### config.mk
export PLATFORM = sky130hd
export DESIGN_NAME = instruction_field_decode
export DESIGN_NICKNAME = d
export VERILOG_FILES = /design/src/ifd_pkg.sv /design/src/instruction_field_decode.sv
export SDC_FILE = /design/constraint.sdc
export NUM_CORES = 2
export LEC_CHECK = 0
export ABC_CLOCK_PERIOD_IN_PS = 5400
export BUFFER_PORTS_ARGS = -buffer_cell sky130_fd_sc_hd__buf_2
export CORE_UTILIZATION = 45
export DETAILED_ROUTE_END_ITERATION = 10
export PLACE_DENSITY = 0.6
export SLEW_MARGIN = 30
export SYNTH_ARGS = -nofsm -noshare
export SYNTH_HDL_FRONTEND = slang
export SYNTH_SLANG_ARGS = --single-unit
### constraint.sdc
create_clock -name clk_i -period 5.4 [get_ports clk_i]
set_input_delay 0.27 -clock clk_i [delete_from_list [all_inputs] [get_ports clk_i]]
set_output_delay 0.27 -clock clk_i [all_outputs]
set_load 0.01 [all_outputs]
### src/ifd_pkg.sv
// Constants, field layout and register map of the instruction field decoder
// Summary of operation
// RULE1: Split 32-bit word into five fields
// RULE2: Register select picks one of 16
// RULE3: Tag picks direct, indexed, indirect, indexed-indirect
// RULE4: Tag top bit indirect, low three index
// RULE5: Index registers live at locations 21-27
// RULE6: Index scaled by operand size
// RULE7: Nonzero base select adds 24-bit base
// RULE8: Base select zero adds no base
// RULE9: Immediate opcodes deliver base plus displacement
// RULE10: Fixed word is 32-bit twos complement
// RULE11: Fixed halfword is 16-bit, two per word
// RULE12: Float word sign bit 0, fraction 8-31
// RULE13: Exponent biased by 40 hex, base sixteen
// RULE14: Decode arithmetic, logical and circular shifts
// RULE15: Decode subtract and subtract-magnitude opcodes
// RULE16: Decode single-register store opcodes
// RULE17: Decode register file stores 2B, 2F
// RULE18: Decode negated and complement store opcodes
// RULE19: Decode indexed halfword store routing
// RULE20: Decode clock store and status store
// RULE21: Vector execute form from register select
// RULE22: Vector map illegal and four-pipe codes
// RULE23: Float double sign bit 0, fraction 8-63
// RULE24: Illegal opcode flagged, never dispatched
package ifd_pkg;
  // Field positions, bit 31 is the word's leading bit
  localparam int OP_LSB = 24;
  localparam int R_LSB = 20;
  localparam int T_LSB = 16;
  localparam int M_LSB = 12;
  localparam int N_W = 12;
  localparam logic [6:0] EXP_BIAS = 7'h40;
  // Register byte offsets
  localparam logic [7:0] A_INSTR = 8'h00;
  localparam logic [7:0] A_CONFIG = 8'h04;
  localparam logic [7:0] A_FIELDS = 8'h08;
  localparam logic [7:0] A_ADDR = 8'h0c;
  localparam logic [7:0] A_IMM = 8'h10;
  localparam logic [7:0] A_CLASS = 8'h14;
  localparam logic [7:0] A_OPHI = 8'h18;
  localparam logic [7:0] A_OPLO = 8'h1c;
  localparam logic [7:0] A_FLOAT = 8'h20;
  localparam logic [7:0] A_HALF_L = 8'h24;
  localparam logic [7:0] A_HALF_R = 8'h28;
  localparam logic [7:0] A_SIGNS = 8'h2c;
  localparam logic [7:0] A_VOP = 8'h30;
  localparam logic [7:0] A_VSTAT = 8'h34;
  localparam logic [5:0] BASE_IDX = 6'h10;
  localparam logic [5:0] INDEX_IDX = 6'h20;
  // Opcodes handled by name
  localparam logic [7:0] OP_VECTOR_RUN = 8'hb0;
  localparam logic [7:0] OP_STORE_CLOCK = 8'hae;
  localparam logic [7:0] OP_STORE_STATUS = 8'h22;
  localparam logic [7:0] OP_STORE_FILE = 8'h2b;
  localparam logic [7:0] OP_STORE_ALL = 8'h2f;
  // Legal scalar opcodes, bit n for opcode n
  localparam logic [255:0] SCALAR_LEGAL = 256'h1154_33fc_4300_befb_0001_7f07_c8df_ff0f_3530_f5f0_1374_ff00_ffff_ffff_ffff_0000;
  // Opcodes whose base and displacement form an immediate
  localparam logic [255:0] IMM_OPS = 256'h1154_0000_4300_b0fb_0000_0000_0011_0000_3530_0000_1330_0000_0000_0000_0040_0000;
  typedef enum logic [1:0] {SZ_HALF, SZ_WORD, SZ_DOUBLE} size_t;
  typedef enum logic [1:0] {GRP_ARITH, GRP_BASE, GRP_INDEX} group_t;
endpackage

### src/instruction_field_decode.sv
// Instruction field decoder with Wishbone register access
`timescale 1ns/100ps
`default_nettype none
module instruction_field_decode
  import ifd_pkg::*;
#(
  parameter int BASE_W = 24
) (
  input wire logic clk_i,
  input wire logic rst_i,
  input wire logic cyc_i,
  input wire logic stb_i,
  input wire logic we_i,
  input wire logic [7:0] adr_i,
  input wire logic [3:0] sel_i,
  input wire logic [31:0] dat_i,
  output logic [31:0] dat_o,
  output logic ack_o,
  output logic dispatch_o,
  output logic illegal_o
);

  ////////////////////////////////////////////////////////////////////////
  // Elaboration check
  if (BASE_W < 16 || BASE_W > 32) begin : g_bad
    $error("BASE_W must lie between 16 and 32");
  end

  ////////////////////////////////////////////////////////////////////////
  // Bus handshake
  logic ack_r;
  logic [31:0] dat_r;
  logic req;
  logic wr;
  assign req = cyc_i & stb_i;
  // Write lands on the edge where the master sees ack
  assign wr = req & we_i & ack_r;

  // Byte-lane merge of write data
  function automatic logic [31:0] merge(input logic [31:0] old);
    logic [31:0] v;
    v = old;
    for (int b = 0; b < 4; b++) begin
      if (sel_i[b]) begin
        v[8*b +: 8] = dat_i[8*b +: 8];
      end
    end
    return v;
  endfunction

  // One-cycle ack, dropped the cycle after
  always_ff @(posedge clk_i) begin
    if (rst_i) begin
      ack_r <= 1'b0;
    end else begin
      ack_r <= req & ~ack_r;
    end
  end
  assign ack_o = ack_r;

  ////////////////////////////////////////////////////////////////////////
  // Software registers
  logic [31:0] instr_r;
  logic four_pipe_r;
  logic [31:0] opnd_hi_r;
  logic [31:0] opnd_lo_r;
  logic [7:0] vop_r;
  logic go_r;
  logic vgo_r;
  logic [31:0] base_r [1:15];
  logic [31:0] index_r [1:7];

  // Instruction, configuration and operand words
  always_ff @(posedge clk_i) begin
    if (rst_i) begin
      instr_r <= 32'h0000_0000;
      four_pipe_r <= 1'b1;
      opnd_hi_r <= 32'h0000_0000;
      opnd_lo_r <= 32'h0000_0000;
      vop_r <= 8'h00;
      go_r <= 1'b0;
      vgo_r <= 1'b0;
    end else begin
      go_r <= wr && adr_i == A_INSTR;
      vgo_r <= wr && adr_i == A_VOP;
      if (wr && adr_i == A_INSTR) begin
        instr_r <= merge(instr_r); // RULE1
      end
      if (wr && adr_i == A_CONFIG && sel_i[0]) begin
        four_pipe_r <= dat_i[0];
      end
      if (wr && adr_i == A_OPHI) begin
        opnd_hi_r <= merge(opnd_hi_r);
      end
      if (wr && adr_i == A_OPLO) begin
        opnd_lo_r <= merge(opnd_lo_r);
      end
      if (wr && adr_i == A_VOP && sel_i[0]) begin
        vop_r <= dat_i[7:0];
      end
    end
  end

  // Base registers, one word each above the base window
  for (genvar i = 1; i < 16; i++) begin : g_base
    always_ff @(posedge clk_i) begin
      if (rst_i) begin
        base_r[i] <= 32'h0000_0000;
      end else if (wr && adr_i[7:2] == BASE_IDX + 6'(i)) begin
        base_r[i] <= merge(base_r[i]);
      end
    end
  end

  // Index registers at locations 21 to 27
  for (genvar i = 1; i < 8; i++) begin : g_index
    always_ff @(posedge clk_i) begin
      if (rst_i) begin
        index_r[i] <= 32'h0000_0000;
      end else if (wr && adr_i[7:2] == INDEX_IDX + 6'(i)) begin
        index_r[i] <= merge(index_r[i]); // RULE5
      end
    end
  end

  ////////////////////////////////////////////////////////////////////////
  // Field split
  logic [7:0] op;
  logic [3:0] rsel;
  logic [3:0] tag;
  logic [3:0] msel;
  logic [N_W-1:0] disp;
  assign op = instr_r[OP_LSB +: 8]; // RULE1
  assign rsel = instr_r[R_LSB +: 4];
  assign tag = instr_r[T_LSB +: 4];
  assign msel = instr_r[M_LSB +: 4];
  assign disp = instr_r[N_W-1:0];

  ////////////////////////////////////////////////////////////////////////
  // Opcode classification
  size_t size;
  group_t grp;
  logic is_shift;
  logic [1:0] shift_kind;
  logic is_sub;
  logic is_submag;
  logic is_float;
  logic is_store;
  logic [2:0] store_kind;
  logic [1:0] half_route;
  logic is_file;
  logic is_all;

  // Size and family of each recognised opcode
  always_comb begin
    size = SZ_WORD;
    grp = GRP_ARITH; // RULE2
    is_shift = 1'b0;
    shift_kind = 2'd0;
    is_sub = 1'b0;
    is_submag = 1'b0;
    is_float = 1'b0;
    is_store = 1'b0;
    store_kind = 3'd0;
    half_route = 2'd0;
    is_file = 1'b0;
    is_all = 1'b0;
    case (op)
      8'hc0, 8'hc1, 8'hc3: begin
        is_shift = 1'b1; // RULE14
        shift_kind = 2'd1;
      end
      8'hc4, 8'hc5, 8'hc7: begin
        is_shift = 1'b1; // RULE14
        shift_kind = 2'd2;
      end
      8'hcc, 8'hcd, 8'hcf: begin
        is_shift = 1'b1; // RULE14
        shift_kind = 2'd3;
      end
      8'h48, 8'h49, 8'h4a, 8'h4b,
      8'h4c, 8'h4d, 8'h4e, 8'h4f: begin
        is_sub = 1'b1; // RULE15
        is_submag = op[2];
        is_float = op[1];
      end
      8'h24, 8'h27, 8'h28, 8'h2c: begin
        is_store = 1'b1; // RULE16
        store_kind = 3'd1;
      end
      8'h2b: begin
        is_store = 1'b1; // RULE17
        is_file = 1'b1;
      end
      8'h2f: begin
        is_store = 1'b1; // RULE17
        is_all = 1'b1;
      end
      8'h34, 8'h35, 8'h36, 8'h37: begin
        is_store = 1'b1; // RULE18
        store_kind = 3'd2;
        is_float = op[1];
      end
      8'h2e, 8'h2a: begin
        is_store = 1'b1; // RULE18
        store_kind = 3'd3;
      end
      8'h25, 8'h29, 8'h26, 8'h2d: begin
        is_store = 1'b1; // RULE19
        store_kind = 3'd4;
      end
      8'hae: begin
        is_store = 1'b1; // RULE20
        store_kind = 3'd5;
      end
      8'h22: begin
        is_store = 1'b1; // RULE20
        store_kind = 3'd6;
      end
      default: begin
      end
    endcase
    // Halfword and doubleword variants
    case (op)
      8'hc1, 8'hc5, 8'hcd, 8'h49, 8'h4d, 8'h35, 8'h2a,
      8'h25, 8'h29, 8'h26, 8'h2d: size = SZ_HALF; // RULE11
      8'hc3, 8'hc7, 8'hcf, 8'h4b, 8'h4f, 8'h27, 8'h37: size = SZ_DOUBLE;
      default: begin
      end
    endcase
    // Route: bit1 source right half, bit0 target right half
    case (op)
      8'h25: half_route = 2'b00; // RULE19
      8'h29: half_route = 2'b01;
      8'h26: half_route = 2'b10;
      8'h2d: half_route = 2'b11;
      default: begin
      end
    endcase
    // Register group implied by the opcode
    case (op)
      8'h18, 8'h28, 8'h52, 8'h68, 8'h78: grp = GRP_BASE; // RULE2
      8'h1c, 8'h2c, 8'h56, 8'h5c, 8'h6a, 8'h7a,
      8'h8c, 8'h8d, 8'h8e, 8'h8f, 8'hde: grp = GRP_INDEX;
      default: begin
      end
    endcase
  end

  ////////////////////////////////////////////////////////////////////////
  // Address formation
  logic [BASE_W-1:0] base_v;
  logic [BASE_W-1:0] idx_v;
  logic [BASE_W-1:0] scaled;
  logic [BASE_W-1:0] addr_v;
  logic indirect;
  logic immediate;

  assign indirect = tag[3]; // RULE4
  assign immediate = IMM_OPS[op]; // RULE9

  // Base, then scaled index, added to the displacement
  always_comb begin
    base_v = '0; // RULE8
    idx_v = '0;
    if (msel != 4'h0) begin
      base_v = base_r[msel][BASE_W-1:0]; // RULE7
    end
    if (tag[2:0] != 3'd0) begin
      idx_v = index_r[tag[2:0]][BASE_W-1:0]; // RULE3 RULE4
    end
    case (size)
      SZ_HALF: scaled = idx_v >> 1; // RULE6
      SZ_DOUBLE: scaled = idx_v << 1;
      default: scaled = idx_v;
    endcase
    addr_v = BASE_W'(disp) + base_v + scaled; // RULE3
  end

  ////////////////////////////////////////////////////////////////////////
  // Vector map legality: one row mask per column
  function automatic logic [15:0] vlegal(input logic [3:0] c);
    case (c)
      4'h4, 4'h5, 4'he: return 16'hffff;
      4'h6: return 16'hfff0;
      4'ha: return 16'h3f07;
      4'hb: return 16'hb9bb;
      4'hc: return 16'hb0bb;
      4'hd: return 16'hfbff;
      4'hf: return 16'hbbff;
      default: return 16'h0000;
    endcase
  endfunction

  // Codes that only the four-pipe build accepts
  function automatic logic [15:0] vfour(input logic [3:0] c);
    case (c)
      4'hb: return 16'h8189;
      4'he: return 16'hc800;
      4'hf: return 16'hbbf7;
      default: return 16'h0000;
    endcase
  endfunction

  logic [15:0] vleg_v;
  logic [15:0] vfour_v;
  logic v_ok;
  assign vleg_v = vlegal(vop_r[7:4]);
  assign vfour_v = vfour(vop_r[7:4]);
  assign v_ok = vleg_v[vop_r[3:0]] & (four_pipe_r | ~vfour_v[vop_r[3:0]]); // RULE22

  ////////////////////////////////////////////////////////////////////////
  // Decoded results, registered one cycle after the instruction write
  logic [31:0] class_r;
  logic [BASE_W-1:0] addr_r;
  logic [15:0] imm_r;
  logic [1:0] vstat_r;
  logic legal;
  assign legal = SCALAR_LEGAL[op]; // RULE24

  always_ff @(posedge clk_i) begin
    if (rst_i) begin
      class_r <= 32'h0000_0000;
      addr_r <= '0;
      imm_r <= 16'h0000;
      dispatch_o <= 1'b0;
      illegal_o <= 1'b0;
    end else begin
      dispatch_o <= go_r & legal; // RULE24
      if (go_r) begin
        illegal_o <= ~legal; // RULE24
        addr_r <= immediate ? '0 : addr_v;
        imm_r <= immediate ? instr_r[15:0] : 16'h0000; // RULE9
        class_r <= {6'd0, grp, is_float, is_submag, store_kind,
                    half_route, op == OP_VECTOR_RUN && rsel == 4'h0,
                    is_all, is_file ? rsel[2:0] : 3'd0, shift_kind,
                    size, op == OP_VECTOR_RUN, is_shift, is_sub,
                    is_store, immediate, indirect,
                    tag[2:0] != 3'd0, ~legal}; // RULE17 RULE21
      end
    end
  end

  // Vector code check result
  always_ff @(posedge clk_i) begin
    if (rst_i) begin
      vstat_r <= 2'b00;
    end else if (vgo_r) begin
      vstat_r <= {1'b1, ~v_ok}; // RULE22
    end
  end

  ////////////////////////////////////////////////////////////////////////
  // Operand format views
  logic [6:0] unb_exp;
  logic [31:0] float_v;
  logic [31:0] signs_v;
  assign unb_exp = opnd_hi_r[30:24] - EXP_BIAS; // RULE13
  assign float_v = {opnd_hi_r[31], unb_exp, opnd_hi_r[23:0]}; // RULE12
  assign signs_v = {27'd0,
                    |{opnd_hi_r[23:0], opnd_lo_r}, // RULE23
                    opnd_hi_r[31], // RULE12
                    opnd_hi_r[15], // RULE11
                    opnd_hi_r[31], // RULE11
                    opnd_hi_r[31]}; // RULE10

  ////////////////////////////////////////////////////////////////////////
  // Read mux
  logic [31:0] rd;
  always_comb begin
    rd = 32'h0000_0000;
    if (adr_i == A_INSTR) begin
      rd = instr_r;
    end else if (adr_i == A_CONFIG) begin
      rd = {31'd0, four_pipe_r};
    end else if (adr_i == A_FIELDS) begin
      rd = {8'd0, op, rsel, tag, msel, indirect, tag[2:0]};
    end else if (adr_i == A_ADDR) begin
      rd = 32'(addr_r);
    end else if (adr_i == A_IMM) begin
      rd = {16'd0, imm_r};
    end else if (adr_i == A_CLASS) begin
      rd = class_r;
    end else if (adr_i == A_OPHI) begin
      rd = opnd_hi_r;
    end else if (adr_i == A_OPLO) begin
      rd = opnd_lo_r;
    end else if (adr_i == A_FLOAT) begin
      rd = float_v;
    end else if (adr_i == A_HALF_L) begin
      rd = {{16{opnd_hi_r[31]}}, opnd_hi_r[31:16]}; // RULE11
    end else if (adr_i == A_HALF_R) begin
      rd = {{16{opnd_hi_r[15]}}, opnd_hi_r[15:0]}; // RULE11
    end else if (adr_i == A_SIGNS) begin
      rd = signs_v;
    end else if (adr_i == A_VOP) begin
      rd = {24'd0, vop_r};
    end else if (adr_i == A_VSTAT) begin
      rd = {30'd0, vstat_r};
    end else if (adr_i[7:2] > BASE_IDX && adr_i[7:2] < BASE_IDX + 6'd16) begin
      rd = base_r[adr_i[5:2]];
    end else if (adr_i[7:2] > INDEX_IDX && adr_i[7:2] < INDEX_IDX + 6'd8) begin
      rd = index_r[adr_i[4:2]];
    end
  end

  // Read data captured with the ack
  always_ff @(posedge clk_i) begin
    if (rst_i) begin
      dat_r <= 32'h0000_0000;
    end else if (req & ~ack_r) begin
      dat_r <= rd;
    end
  end
  assign dat_o = dat_r;

endmodule
`default_nettype wire

==> reports/results.txt <==
Max-slew violations = 0
Tcrit/Tclk final = 93.9%
Initial Util = 45.4%
Clock sinks = 932
Top cell type's share of synthesized area = 42.0%
# Max-Cap Violations = 0
Syn nets = 4,402
Overall routing resource usage = 29.8%
Final WL = 170 mm
Slew @ Worst Pin = 1.04 ns
Core ar. = 111,000 um^2
Clk_lat worst skew = 0.72 ns
Cells after synthesis = 4,303
Min-delay src = adr_i[0]
Avg Inst Size Synth = 11.7 um^2
Sequential element share of the synthesized area = 51.1%
Synth top area cells = edfxtp_1 42%, mux4_2 11%, dfxtp_1 9.1%
First-pass GRT wire length = 248 mm
Power Density = 294 nW/um^2
Switching pwr = 3.97 mW
Nets = 4,279
Endpoints failing setup = 0
CP bufs+invs = 1
Worst rel slew slack = 30.1%
Worst-path maximum fanout = 11
Setup slack, reg-to-reg = 0.33 ns
Fin. Hold Viols = 0
Crit path arrival time = 5.67 ns
Yosys warning count = 0
Layout cells sized above 1 = 17.3%
Hold Path Depth = 5
Part of the power in registers = 48.8%
Cts hold-fix bufs = 0
Critical Path RT = 6.00 ns
Post-route setup slack = 0.330 ns
Combinational share of power = 7.0%
VDD IR-drop max = 0.234 mV
Max stage delay on crit path = 0.52 ns
Status = complete, no violations
Most area-hungry cell type in the Yosys netlist = edfxtp_1
Post-synth EDFFs = 704
Reg clk slew, reported paths = 0.07 ns
WHS Endpoint = four_pipe_r$_SDFFE_PP1P_
DP Cell Count = 5,566
Setup TNS = 0 ns
Vias in the first global route = 35,591
DRT antenna net count = 0
CP delay by family, top = compound AO/OA/AOI/OAI gates
Final Wtd Congestion = 0.990
Max frequency = 0.197 GHz
Via Count = 37,227
Number of port buffers = 83
H-tree levels = 3
Drt drc = 0
R2R cell count = 19
P&R area growth vs syn = 10.2%
Primary FF master, synth = edfxtp_1
Cell Rows = 122
#FFs+latches synth = 932
# IOs = 84
Iter 0 DRT Violations = 4,750
Reg2reg end = addr_r[20]$_SDFFE_PP0P_
Clock Skews = 0.0367 ns
Die Area = 113,000 um^2
Internal = 12.3 mW
Die W = 336 um
Post-CTS setup buffer count = 0
Mapped cell area = 50,300 um^2
Switch share = 24.3%
CTS tree = done
Min-Delay Path Class = input pin to register
Clock share of power = 44.2%
Final Critical Period = 5.07 ns
CTS root buffer = clkbuf_16
Power Total = 16.3 mW
Largest net degree at the start of global routing = 176
Kind of critical path = register to register
Synth unique cells = 92
CTS Buffer Depth = 3
DR pass1 iterations = 6
Worst R2R Start = instr_r[30]$_SDFFE_PP0P_
Hpwl dp = 115 mm
TritonCTS buffer count = 100
Critical path, cell by cell = or3b_2, nor3_1, o21ai_0, o31a_1, buf_4, nor2_1, a21oi_1, o21ai_1, fa_1, ha_1, a211oi_1, o21bai_1, o2111ai_1, nand2_1, a41o_1, a221oi_1, a21oi_1, xor2_1, a22o_1
Antenna violations before repair = 4
Die height = 336 um
Most Frequent Cell on Critical Path = a21oi_1
Ys async rst share = 0%
Cell Count, Final, Fillers Out = 5,754
Post-Place Setup Slack = 0.253 ns
Crit. End Element = register
Unrepaired setup endpoints after global routing = false
Post-CTS sizing = 0
Avg Vias per Cell = 6.47
Leakage = 22.8 nW
GRT overflow = 0
Wire per inst = 29.5 um
CP Launch Type = register
Slowest-stage cell, CP = or3b_2
cell families after synthesis:
logic type,synth area share (%)
AOI/OAI and AO/OA,10.7
xor gates and xnor gates,0.296
adders and majority gates,1.44
buffers and inverters,4.44
DFF,51.1
muxes,16.0
and+or+nand+nor,16.0
power by group through the flow:
stage | clock network (mW) | logic, mW | registers (mW)
2_1_floorplan | 0 | 0.731 | 8.07
3_3_place_gp | 0 | 1.11 | 8.10
3_5_place_dp | 0 | 1.12 | 8.11
4_1_cts | 7.28 | 1.12 | 7.96
5_1_grt | 7.54 | 1.20 | 7.98
6_report | 7.22 | 1.14 | 7.96
metrics by stage:
stage | hold slack (ns) | utilization (%) | area [um^2]
detailed placement | 0.453 | 46.9 | 52000
global placement | 0.448 | 46.9 | 52000
CTS | 0.0571 | 50.0 | 55400
finish | 0.0877 | 50.0 | 55500
global route | 0.0858 | 50.0 | 55500
floorplan | 0.410 | - | 50300
worst max path at each step:
stage                                   from                 endpoint  slack (ns)  depth (start not counted)
global placement    instr_r[28]$_SDFFE_PP0P_  addr_r[21]$_SDFFE_PP0P_        0.20                         20
detailed placement  instr_r[30]$_SDFFE_PP0P_  addr_r[17]$_SDFFE_PP0P_        0.25                         19
floorplan                           register  addr_r[17]$_SDFFE_PP0P_        0.63                         23
finish              instr_r[30]$_SDFFE_PP0P_  addr_r[20]$_SDFFE_PP0P_        0.33                         19
global route        instr_r[30]$_SDFFE_PP0P_  addr_r[23]$_SDFFE_PP0P_        0.06                         20
CTS                 instr_r[30]$_SDFFE_PP0P_  addr_r[17]$_SDFFE_PP0P_        0.19                         19
metal layers:
layer	global-route usage (%)	part of all wire, %	vias to the layer above
li1	-	-	16369
met1	42.6	42	18696
met2	45.6	45	1860
met3	4.75	8.8	302
met4	11.2	3.7	0
met5	0	0	-
worst min-delay path, delay by kind of cell:
| family | cells | cell delay [ns] |
|---|---|---|
| AND/OR/NAND/NOR | 3 | 0.24 |
| buffers and inverters | 1 | 0.16 |
| multiplexers | 1 | 0.08 |
layout by cell type (no fill, tap or decap), types with 11 or more instances in the layout:
| master | instances |
|---|---|
| a211oi_1 | 119 |
| a21o_1 | 93 |
| a21oi_1 | 235 |
| a221oi_1 | 22 |
| a222oi_1 | 14 |
| a22o_1 | 20 |
| a22oi_1 | 40 |
| a31oi_1 | 13 |
| and3_1 | 707 |
| buf_2 | 74 |
| buf_4 | 162 |
| clkbuf_1 | 15 |
| clkbuf_16 | 102 |
| clkinv_1 | 11 |
| clkinv_2 | 20 |
| dfxtp_1 | 221 |
| edfxtp_1 | 704 |
| fa_1 | 13 |
| ha_1 | 37 |
| inv_1 | 24 |
| mux2i_1 | 215 |
| mux4_2 | 251 |
| nand2_1 | 212 |
| nand2b_1 | 18 |
| nand3_1 | 80 |
| nand4_1 | 11 |
| nor2_1 | 302 |
| nor2_4 | 20 |
| nor2b_1 | 18 |
| nor3_1 | 38 |
| nor4_1 | 27 |
| o211ai_1 | 13 |
| o21ai_0 | 128 |
| o22a_1 | 12 |
| o22ai_1 | 28 |
| or2_2 | 11 |
| or3_1 | 11 |
layout make-up:
class,instances,area (um^2)
Antenna cell,1,2.50
Sequential cell,932,25700
Tap cell,1488,1860
Multi-Input combinational cell,2874,22600
Clock buffer,127,2750
Timing Repair Buffer,246,1770
Clock inverter,60,686
Fill cell,9747,55400
Inverter,26,100
state kept, by name, indices dropped and copies added (netlist names), named ones only:
name / flops
dat_o: 32
vstat_r: 2
dispatch_o: 1
vgo_r: 1
go_r: 1
opnd_hi_r: 32
immediate: 1
vleg_v: 10
opnd_lo_r: 32
vop_r: 8
imm_r: 16
four_pipe_r: 1
legal: 1
addr_r: 24
instr_r: 32
class_r: 26
ack_o: 1
base_r: 480
index_r: 224
Yosys cell counts, types with 10 or more instances:
cell	n
o31ai_1	10
mux4_2	251
or2_2	11
o211ai_1	13
o22ai_1	28
ha_1	37
o21ai_0	130
nor2_1	326
nor3_1	39
or3_1	11
o22a_1	12
nand3_1	80
a221oi_1	22
buf_2	51
nand4_1	11
a211oi_1	119
nand2_1	212
mux2i_1	215
nor2b_1	18
a22o_1	20
a21oi_1	236
edfxtp_1	704
nor4_1	28
and3_1	707
clkbuf_1	366
buf_4	21
fa_1	13
inv_1	25
nand2b_1	18
xnor2_1	10
dfxtp_1	228
a22oi_1	40
a31oi_1	13
a21o_1	93
buf_1	13
a222oi_1	14
No activity file was read; power rests on OpenSTA's default activity.
